<file path="src/logic/sensor_core_pkg.sv">
// package: register map, reset values and carriers for the sensor core register bank
`default_nettype none
package sensor_core_pkg;
  // ----------------------------------------------------------------
  // register offsets (word addresses)
  // ----------------------------------------------------------------
  localparam logic [7:0] ADDR_GESTURE_X1 = 8'h00;
  localparam logic [7:0] ADDR_GESTURE_X2 = 8'h01;
  localparam logic [7:0] ADDR_GESTURE_Y1 = 8'h02;
  localparam logic [7:0] ADDR_GESTURE_Y2 = 8'h03;
  localparam logic [7:0] ADDR_PROX_I = 8'h04;
  localparam logic [7:0] ADDR_PROX_X = 8'h05;
  localparam logic [7:0] ADDR_PROX_Y = 8'h06;
  localparam logic [7:0] ADDR_RESERVED_SEVEN = 8'h07;
  localparam logic [7:0] ADDR_PART_ID = 8'h08;
  localparam logic [7:0] ADDR_TARGET_ADDR = 8'h09;
  localparam logic [7:0] ADDR_OSC_CAL = 8'h0a;
  localparam logic [7:0] ADDR_TIMER_TEST = 8'h0c;
  localparam logic [7:0] ADDR_SOFT_RESET = 8'h0f;
  localparam logic [7:0] ADDR_CONV_A = 8'h10;
  localparam logic [7:0] ADDR_CONV_B = 8'h11;
  localparam logic [7:0] ADDR_FE_TRIM = 8'h12;

  // ----------------------------------------------------------------
  // reset values and field positions
  // ----------------------------------------------------------------
  localparam logic [15:0] RST_RESULT = 16'h0000;
  localparam logic [15:0] RST_RESERVED_SEVEN = 16'h0020;
  localparam logic [15:0] RST_TIMER_TEST = 16'h000f;
  localparam logic [15:0] RST_SOFT_RESET = 16'h0000;
  localparam logic [15:0] RST_CONV_A = 16'h1010;
  localparam logic [15:0] RST_CONV_B = 16'h004c;
  localparam logic [15:0] RST_FE_TRIM = 16'h0008;
  localparam logic [11:0] RST_OSC_CAL = 12'h000;
  localparam int SOFT_RESET_BIT = 0;
  localparam int GAIN_LSB = 0;
  localparam int POLE_LSB = 2;
  localparam int VREF_LSB = 4;
  localparam int PART_ID_W = 12;
  localparam int REVISION_W = 4;
  localparam int TARGET_ADDR_W = 7;
  localparam int OSC_CAL_W = 12;
  localparam int SLOW_EDGES_PER_CAL = 2;

  // ----------------------------------------------------------------
  // front-end trim decodes
  // ----------------------------------------------------------------
  localparam logic [7:0] GAIN_200K = 8'hc8;
  localparam logic [7:0] GAIN_100K = 8'h64;
  localparam logic [7:0] GAIN_50K = 8'h32;
  localparam logic [8:0] POLE_50K = 9'h032;
  localparam logic [8:0] POLE_100K = 9'h064;
  localparam logic [8:0] POLE_300K = 9'h12c;
  localparam logic [3:0] VREF_13 = 4'hd;
  localparam logic [3:0] VREF_12 = 4'hc;
  localparam logic [3:0] VREF_15 = 4'hf;
  localparam logic [3:0] VREF_14 = 4'he;

  // ----------------------------------------------------------------
  // carriers
  // ----------------------------------------------------------------
  typedef struct packed {
    logic [19:0] x1;
    logic [19:0] x2;
    logic [19:0] y1;
    logic [19:0] y2;
    logic [19:0] prox_i;
    logic [19:0] prox_x;
    logic [19:0] prox_y;
  } meas_s;

  typedef struct packed {
    logic [7:0] gain_kohm;
    logic [8:0] pole_low_khz;
    logic [8:0] pole_high_khz;
    logic [3:0] vref_sixteenths;
  } trim_s;
endpackage : sensor_core_pkg
`default_nettype wire

</file>
<file path="src/logic/sensor_core_register_bank.sv">
// module: register bank of the gesture and proximity sensor core
`timescale 1ns/10ps
`default_nettype none
module sensor_core_register_bank
  import sensor_core_pkg::*;
#(
  parameter logic [PART_ID_W-1:0] PART_ID = 12'h5a3,      // arbitrary value
  parameter logic [REVISION_W-1:0] REVISION = 4'h1,       // arbitrary value
  parameter logic [7:0] TARGET_ADDR = 8'hc8
) (
  input wire logic i_ref_clk,
  input wire logic i_rst,
  input wire logic [7:0] i_reg_addr,
  input wire logic i_reg_wr,
  input wire logic [15:0] i_reg_wdata,
  input wire logic i_reg_rd,
  output logic [15:0] o_reg_rdata,
  output logic o_reg_rvalid,
  input wire meas_s i_meas,
  input wire logic i_slot_end,
  input wire logic i_slow_osc,
  input wire logic i_fast_tick,
  output trim_s o_trim,
  output logic o_soft_reset
);

  // ----------------------------------------------------------------
  // helpers
  // ----------------------------------------------------------------
  function automatic logic [15:0] sat16(input logic [19:0] v);
    sat16 = (|v[19:16]) ? 16'hffff : v[15:0];
  endfunction : sat16

  // ----------------------------------------------------------------
  // storage
  // ----------------------------------------------------------------
  logic [15:0] result_reg [7];
  logic [15:0] timer_test_reg;
  logic [15:0] soft_reset_reg;
  logic [15:0] conv_a_reg;
  logic [15:0] conv_b_reg;
  logic [15:0] fe_trim_reg;
  logic [OSC_CAL_W-1:0] osc_cal_reg;
  logic [OSC_CAL_W-1:0] cal_count_reg;
  logic [1:0] slow_edges_reg;
  logic slow_prev_reg;
  logic soft_reset_pulse_reg;

  // ----------------------------------------------------------------
  // decode
  // ----------------------------------------------------------------
  wire logic wr_timer = i_reg_wr && (i_reg_addr == ADDR_TIMER_TEST);
  wire logic wr_soft = i_reg_wr && (i_reg_addr == ADDR_SOFT_RESET);
  wire logic wr_conv_a = i_reg_wr && (i_reg_addr == ADDR_CONV_A);
  wire logic wr_conv_b = i_reg_wr && (i_reg_addr == ADDR_CONV_B);
  wire logic wr_trim = i_reg_wr && (i_reg_addr == ADDR_FE_TRIM);
  // a software reset restores writable and result words, never the identity words
  wire logic sw_clear = soft_reset_pulse_reg;
  wire logic soft_req = wr_soft && i_reg_wdata[SOFT_RESET_BIT];
  wire logic slow_rise = i_slow_osc && !slow_prev_reg;
  wire logic cal_done = slow_rise && (slow_edges_reg == 2'(SLOW_EDGES_PER_CAL));
  wire logic [OSC_CAL_W-1:0] cal_inc = (&cal_count_reg) ? cal_count_reg
                                       : cal_count_reg + 1'b1;

  wire logic [15:0] id_word = {REVISION, PART_ID};
  wire logic [15:0] addr_word = {{(16-TARGET_ADDR_W){1'b0}},
                                 TARGET_ADDR[TARGET_ADDR_W-1:0]};
  logic [15:0] rd_mux;
  always_comb begin
    unique case (i_reg_addr)
      ADDR_GESTURE_X1: rd_mux = result_reg[0];
      ADDR_GESTURE_X2: rd_mux = result_reg[1];
      ADDR_GESTURE_Y1: rd_mux = result_reg[2];
      ADDR_GESTURE_Y2: rd_mux = result_reg[3];
      ADDR_PROX_I: rd_mux = result_reg[4];
      ADDR_PROX_X: rd_mux = result_reg[5];
      ADDR_PROX_Y: rd_mux = result_reg[6];
      ADDR_RESERVED_SEVEN: rd_mux = RST_RESERVED_SEVEN;
      ADDR_PART_ID: rd_mux = id_word;
      ADDR_TARGET_ADDR: rd_mux = addr_word;
      ADDR_OSC_CAL: rd_mux = {{(16-OSC_CAL_W){1'b0}}, osc_cal_reg};
      ADDR_TIMER_TEST: rd_mux = timer_test_reg;
      ADDR_SOFT_RESET: rd_mux = soft_reset_reg;
      ADDR_CONV_A: rd_mux = conv_a_reg;
      ADDR_CONV_B: rd_mux = conv_b_reg;
      ADDR_FE_TRIM: rd_mux = fe_trim_reg;
      default: rd_mux = 16'h0000;
    endcase
  end

  // trim decode
  wire logic [1:0] gain_code = fe_trim_reg[GAIN_LSB +: 2];
  wire logic [1:0] pole_code = fe_trim_reg[POLE_LSB +: 2];
  wire logic [1:0] vref_code = fe_trim_reg[VREF_LSB +: 2];
  // code 3 of the gain is not defined; it is taken as the smallest resistor
  wire logic [7:0] gain_next = (gain_code == 2'd0) ? GAIN_200K
                             : (gain_code == 2'd1) ? GAIN_100K : GAIN_50K;
  wire logic [8:0] pole_lo_next = pole_code[1] ? POLE_100K : POLE_50K;
  wire logic [8:0] pole_hi_next = pole_code[0] ? POLE_300K : POLE_100K;
  wire logic [3:0] vref_next = (vref_code == 2'd0) ? VREF_13
                             : (vref_code == 2'd1) ? VREF_12
                             : (vref_code == 2'd2) ? VREF_15 : VREF_14;
  wire logic [19:0] meas_word [7];
  assign meas_word[0] = i_meas.x1;
  assign meas_word[1] = i_meas.x2;
  assign meas_word[2] = i_meas.y1;
  assign meas_word[3] = i_meas.y2;
  assign meas_word[4] = i_meas.prox_i;
  assign meas_word[5] = i_meas.prox_x;
  assign meas_word[6] = i_meas.prox_y;

  // ----------------------------------------------------------------
  // result words
  // ----------------------------------------------------------------
  always_ff @(posedge i_ref_clk or posedge i_rst) begin
    if (i_rst) begin
      for (int k = 0; k < 7; k++) result_reg[k] <= RST_RESULT;
    end else if (sw_clear) begin
      for (int k = 0; k < 7; k++) result_reg[k] <= RST_RESULT;
    end else if (i_slot_end) begin
      for (int k = 0; k < 7; k++) result_reg[k] <= sat16(meas_word[k]);
    end
  end

  // ----------------------------------------------------------------
  // writable words; read-only addresses have no write path
  // ----------------------------------------------------------------
  always_ff @(posedge i_ref_clk or posedge i_rst) begin
    if (i_rst) begin
      timer_test_reg <= RST_TIMER_TEST;
      conv_a_reg <= RST_CONV_A;
      conv_b_reg <= RST_CONV_B;
      fe_trim_reg <= RST_FE_TRIM;
    end else if (sw_clear) begin
      timer_test_reg <= RST_TIMER_TEST;
      conv_a_reg <= RST_CONV_A;
      conv_b_reg <= RST_CONV_B;
      fe_trim_reg <= RST_FE_TRIM;
    end else begin
      if (wr_timer) timer_test_reg <= i_reg_wdata;
      if (wr_conv_a) conv_a_reg <= i_reg_wdata;
      if (wr_conv_b) conv_b_reg <= i_reg_wdata;
      if (wr_trim) fe_trim_reg <= i_reg_wdata;
    end
  end

  // the control bit reads as one for the cycle after the write, then self-clears
  always_ff @(posedge i_ref_clk or posedge i_rst) begin
    if (i_rst) begin
      soft_reset_reg <= RST_SOFT_RESET;
      soft_reset_pulse_reg <= 1'b0;
    end else begin
      soft_reset_reg <= wr_soft ? i_reg_wdata : (sw_clear ? RST_SOFT_RESET : soft_reset_reg);
      soft_reset_pulse_reg <= soft_req;
    end
  end

  // ----------------------------------------------------------------
  // oscillator calibration: ticks between slow edge n and n+2
  // ----------------------------------------------------------------
  always_ff @(posedge i_ref_clk or posedge i_rst) begin
    if (i_rst) begin
      slow_prev_reg <= 1'b0;
      slow_edges_reg <= 2'd0;
      cal_count_reg <= RST_OSC_CAL;
      osc_cal_reg <= RST_OSC_CAL;
    end else begin
      slow_prev_reg <= i_slow_osc;
      if (sw_clear) begin
        slow_edges_reg <= 2'd0;
        cal_count_reg <= RST_OSC_CAL;
        osc_cal_reg <= RST_OSC_CAL;
      end else if (cal_done) begin
        osc_cal_reg <= cal_count_reg;
        cal_count_reg <= RST_OSC_CAL;
        slow_edges_reg <= 2'd1;
      end else begin
        if (slow_rise) slow_edges_reg <= slow_edges_reg + 2'd1;
        if ((slow_edges_reg != 2'd0) && i_fast_tick) cal_count_reg <= cal_inc;
      end
    end
  end

  // ----------------------------------------------------------------
  // outputs
  // ----------------------------------------------------------------
  always_ff @(posedge i_ref_clk or posedge i_rst) begin
    if (i_rst) begin
      o_reg_rdata <= 16'h0000;
      o_reg_rvalid <= 1'b0;
      o_trim <= '0;
      o_soft_reset <= 1'b0;
    end else begin
      o_reg_rdata <= i_reg_rd ? rd_mux : 16'h0000;
      o_reg_rvalid <= i_reg_rd;
      o_trim <= '{gain_next, pole_lo_next, pole_hi_next, vref_next};
      o_soft_reset <= soft_req;
    end
  end

endmodule : sensor_core_register_bank
`default_nettype wire

</file>
<file path="config.mk">
export PLATFORM = sky130hd
export DESIGN_NAME = sensor_core_register_bank
export DESIGN_NICKNAME = d
export VERILOG_FILES = /design/src/logic/sensor_core_pkg.sv /design/src/logic/sensor_core_register_bank.sv
export SDC_FILE = /design/constraint.sdc
export NUM_CORES = 1
export LEC_CHECK = 0
export BUFFER_PORTS_ARGS = -buffer_cell sky130_fd_sc_hd__buf_2
export CAP_MARGIN = 20
export CORE_ASPECT_RATIO = 0.8
export CORE_MARGIN = 8
export CORE_UTILIZATION = 50
export CTS_CLUSTER_DIAMETER = 80
export DETAILED_ROUTE_END_ITERATION = 7
export GPL_TIMING_DRIVEN = 1
export HOLD_SLACK_MARGIN = 0.08
export PLACE_DENSITY = 0.82
export SYNTH_ARGS = -nofsm -noshare
export SYNTH_HDL_FRONTEND = slang
export SYNTH_SLANG_ARGS = --single-unit
export TNS_END_PERCENT = 50
</file>
<file path="constraint.sdc">
create_clock -name i_ref_clk -period 10.2 [get_ports i_ref_clk]
set_input_delay 2.55 -clock i_ref_clk [delete_from_list [all_inputs] [get_ports i_ref_clk]]
set_output_delay 2.55 -clock i_ref_clk [all_outputs]
set_load 0.01 [all_outputs]
</file>
==> tab_implementation.tex <==
\begin{tabular}{lr}
\hline
Metric & Value \\
\hline
\multicolumn{2}{l}{\textbf{Power and ir drop}} \\
\quad Pint & 1.74 mW \\
\quad Gate power share & 0.099 \\
\quad Part of the total power dissipated in sequential elements & 0.475 \\
\quad Relative contribution of the clock network to total power & 0.425 \\
\quad Power per unit of standard cell area & 170 nW/um2 \\
\quad Leak Pwr & 6.26 nW \\
\quad Switching share of power & 0.254 \\
\quad VDD IR max & 0.145 mV \\
\quad Power spent charging and discharging nets & 0.593 mW \\
\multicolumn{2}{l}{\textbf{Placed design}} \\
\quad Port Buffers & 209 \\
\quad Half-perimeter wire length after detailed placement & 28.2 mm \\
\quad Post-place setup slack & 4.68 ns \\
\quad Placer Congestion & 1.01 \\
\quad Dpl cells & 1703 \\
\multicolumn{2}{l}{\textbf{Detailed routing}} \\
\quad Vias post-DR & 10400 \\
\quad Via-to-Cell Ratio & 5.95 \\
\quad \# DRC & 0 \\
\quad Routed len/inst & 22.4 um \\
\quad Remaining antenna violation count after routing & 0 \\
\quad First-iteration detailed-routing DRC count & 1369 \\
\quad Detailed-router iteration count before antenna repair & 6 \\
\quad Total wire length & 39.2 mm \\
\multicolumn{2}{l}{\textbf{Global routing}} \\
\quad GRT met2 Usage & 0.393 \\
\quad Initial antenna violation count & 1 \\
\quad Wire length of the first global-routing pass & 60.5 mm \\
\quad Total congestion overflow & 0 \\
\quad Most Used Layer, Global Route & met2 \\
\quad Met3 Track Usage GR & 0.0812 \\
\quad Pin count of the biggest net entering global routing & 99 \\
\quad Met1 routing resource usage after global routing & 0.370 \\
\quad Tot GR Track Use & 0.264 \\
\quad Number of global-route vias before repair & 10400 \\
\multicolumn{2}{l}{\textbf{Clocking}} \\
\quad CTS H-Tree Depth & 1 \\
\quad Clock transition at the registers of the reported paths & 0.06 ns \\
\quad Clock tree from TritonCTS & done \\
\quad Clock latency on the worst-skew pair & 0.53 ns \\
\quad Post-CTS sizing & 0 \\
\quad Setup repair bufs after CTS & 0 \\
\quad Hold buffer count at CTS & 0 \\
\quad Root buffer selected by CTS & clkbuf\_16 \\
\quad Number of sinks handled by clock tree synthesis & 249 \\
\quad Clk buf depth & 3 \\
\quad Total CTS buffers & 25 \\
\multicolumn{2}{l}{\textbf{Final layout}} \\
\quad Syn-to-layout area delta & 17.0\% \\
\quad Final core occ & 0.592 \\
\quad Flip-flop count of the largest register, all copies and words added & 112 \\
\quad Post-layout instance count excluding filler cells & 1750 \\
\quad Share of cells above drive strength 1 & 0.207 \\
\quad Antenna cell count & 0 \\
\quad Final layout net count & 1593 \\
\multicolumn{2}{l}{\textbf{Worst setup path}} \\
\quad Max stage delay cell, worst path & nand3\_1 \\
\quad Library cell appearing most often on the critical path & nor2\_1 \\
\quad Critical path, cell by cell & buf\_2 -> nor2\_1 -> and3\_1 -> nand3\_1 -> mux2i\_1 -> nor2\_1 \\
\quad Critical path class & in -> reg \\
\quad Critical Path Fanout Max & 33 \\
\quad Data arrival time at the worst-slack endpoint & 5.28 ns \\
\quad Critical path launch point type & primary input \\
\quad CP Data Required Time & 10.57 ns \\
\quad Delay of the slowest cell on the worst path & 0.78 ns \\
\quad Type of element capturing the critical path & flip-flop \\
\multicolumn{2}{l}{\textbf{Yosys}} \\
\quad Area of the mapped netlist & 11700 um2 \\
\quad Gate Count Post-Synth & 1269 \\
\quad Ys flop type & dfrtp\_1 \\
\quad Number of library cell types mapped by synthesis & 64 \\
\quad Proportion of netlist area held by the largest area contributor & 0.510 \\
\quad Count of yosys warnings during synthesis & 0 \\
\quad Syn avg cell area & 9.25 um2 \\
\quad Part of the Yosys area used for sequential elements & 0.532 \\
\quad Area leader, netlist & dfrtp\_1 \\
\quad Count leader, synth & nor2\_1 \\
\quad Number of register bits inferred by synthesis & 249 \\
\quad Async set or reset register ratio after synthesis & 1.00 \\
\quad Count of flip-flops with a built-in enable after synthesis & 0 \\
\quad Top area cells in the synthesized netlist & dfrtp\_1 51\%, nor2\_1 9.4\%, mux2i\_1 5.3\%, nor3\_1 5.3\%, nand2\_1 3.6\% \\
\quad Synth top cells by count & 295 x nor2\_1, 239 x dfrtp\_1, 124 x nor3\_1 \\
\multicolumn{2}{l}{\textbf{Run}} \\
\quad Max\_cap viols & 0 \\
\multicolumn{2}{l}{\textbf{Die}} \\
\quad Effective utilization at floorplan & 0.506 \\
\quad Die H & 153 um \\
\quad Die W & 187 um \\
\quad Floorplan row count & 50 \\
\quad I/O pin count & 219 \\
\quad Placeable core region & 23200 um2 \\
\quad Die Footprint & 28700 um2 \\
\multicolumn{2}{l}{\textbf{Timing}} \\
\quad Number of pins with negative max-slew slack in the final report & 0 \\
\quad Setup repair after global routing missed its margin & false \\
\quad Hold Violations, Final & 0 \\
\quad Achievable clock frequency & 0.204 GHz \\
\quad Setup TNS & 0 ns \\
\quad Final clock skew & 0.0121 ns \\
\quad Worst-case hold slack & 0.417 ns \\
\quad Final Cycle Share & 0.481 \\
\quad Setup WS post-layout & 5.29 ns \\
\quad Time the worst path needs with I/O delays and setup & 4.91 ns \\
\quad Final setup violating endpoints & 0 \\
\quad Headroom to the max-slew limit & 0.331 \\
\quad Slew at the pin closest to its max-slew limit & 1.00 ns \\
\multicolumn{2}{l}{\textbf{Outcome}} \\
\quad Outcome & completed \\
\multicolumn{2}{l}{\textbf{Min path}} \\
\quad Kind of path behind the tightest hold check & reg -> reg \\
\hline
\end{tabular}
-- cell families (layout without fill, tap and decap cells) --
| group | count (synthesis) | in the layout | synth area share |
|---|---|---|---|
| AND/OR/NAND/NOR | 632 | 632 | 0.242 |
| adder cells (fa/ha/maj) | 1 | 1 | 0.00107 |
| flip-flops | 249 | 249 | 0.532 |
| other | 2 | 10 | 0.000640 |
| AO/OA/AOI/OAI | 186 | 186 | 0.108 |
| multiplexers | 72 | 72 | 0.0625 |
| XOR/XNOR | 7 | 7 | 0.00522 |
| buffers and inverters | 120 | 281 | 0.0487 |
-- power by group through the flow --
| stage | clock [mW] | combinational [mW] | sequential, mW |
|---|---|---|---|
| 2_1_floorplan | 0 | 0.151 | 1.10 |
| 6_report | 0.993 | 0.232 | 1.11 |
| 3_5_place_dp | 0 | 0.226 | 1.12 |
| 3_3_place_gp | 0 | 0.219 | 1.12 |
| 5_1_grt | 1.04 | 0.257 | 1.11 |
| 4_1_cts | 1.00 | 0.229 | 1.11 |
-- metrics by stage --
step | total power [mW] | instance area, um2
2_1_floorplan | 1.25 | 11800
3_3_place_gp | 1.34 | 12800
3_5_place_dp | 1.35 | 12800
4_1_cts | 2.34 | 13700
5_1_grt | 2.41 | 13700
6_report | 2.33 | 13700
-- placed cells by master, fill, tap and decap left out, types with 4 or more instances in the layout --
| master | netlist | final |
|---|---|---|
| a211o_1 | 6 | 6 |
| a211oi_1 | 6 | 6 |
| a21oi_1 | 39 | 39 |
| a221oi_1 | 8 | 8 |
| a222oi_1 | 6 | 6 |
| a22oi_1 | 31 | 31 |
| a31oi_1 | 15 | 15 |
| a32oi_1 | 4 | 4 |
| and2_1 | 4 | 4 |
| and3_1 | 12 | 12 |
| buf_2 | 16 | 208 |
| buf_4 | 19 | 11 |
| bufinv_16 | 0 | 4 |
| clkbuf_16 | 0 | 25 |
| clkbuf_8 | 0 | 7 |
| conb_1 | 2 | 10 |
| dfrtp_1 | 239 | 238 |
| dfstp_2 | 10 | 10 |
| inv_1 | 14 | 13 |
| mux2_2 | 10 | 10 |
| mux2i_1 | 62 | 62 |
| nand2_1 | 112 | 112 |
| nand2b_1 | 23 | 23 |
| nand3_1 | 15 | 15 |
| nand3b_1 | 9 | 9 |
| nor2_1 | 295 | 295 |
| nor2b_1 | 10 | 10 |
| nor3_1 | 124 | 124 |
| nor4_1 | 8 | 8 |
| o21ai_0 | 28 | 28 |
| o22ai_1 | 11 | 11 |
| o32ai_1 | 7 | 7 |
| xnor2_1 | 6 | 6 |
-- cell type report --
type	instances	area [um2]
clock buffer	35	733
clock inverter	9	151
fill	2023	9480
inverter	15	63.8
multi-input combinational	908	4950
sequential	249	6250
tap	312	390
timing repair buffer	222	1190
-- per-layer routing --
layer,up-vias,routed length [um]
met1,5066,16400
met3,86,4590
met2,605,17100
li1,4652,-
met5,-,13
met4,2,1050
-- worst paths after layout --
check,from,endpoint,slack [ns],depth (start not counted)
max,i_reg_addr[3],conv_b_reg[9],5.29,6
min,fe_trim_reg[2],o_trim[7],0.42,0
max reg2reg,cal_count_reg[3],cal_count_reg[4],8.05,5
min reg2reg,fe_trim_reg[2],o_trim[7],0.42,0
max in group asynchronous,i_rst,result_reg[55],6.69,3
min in group asynchronous,i_rst,fe_trim_reg[4],2.08,2
-- critical path, delay by kind of cell --
| family | cells | cell delay, ns |
|---|---|---|
| and+or+nand+nor | 4 | 1.99 |
| muxes | 1 | 0.43 |
| buffers and inverters | 1 | 0.30 |
No activity file was read; power rests on OpenSTA's default activity.
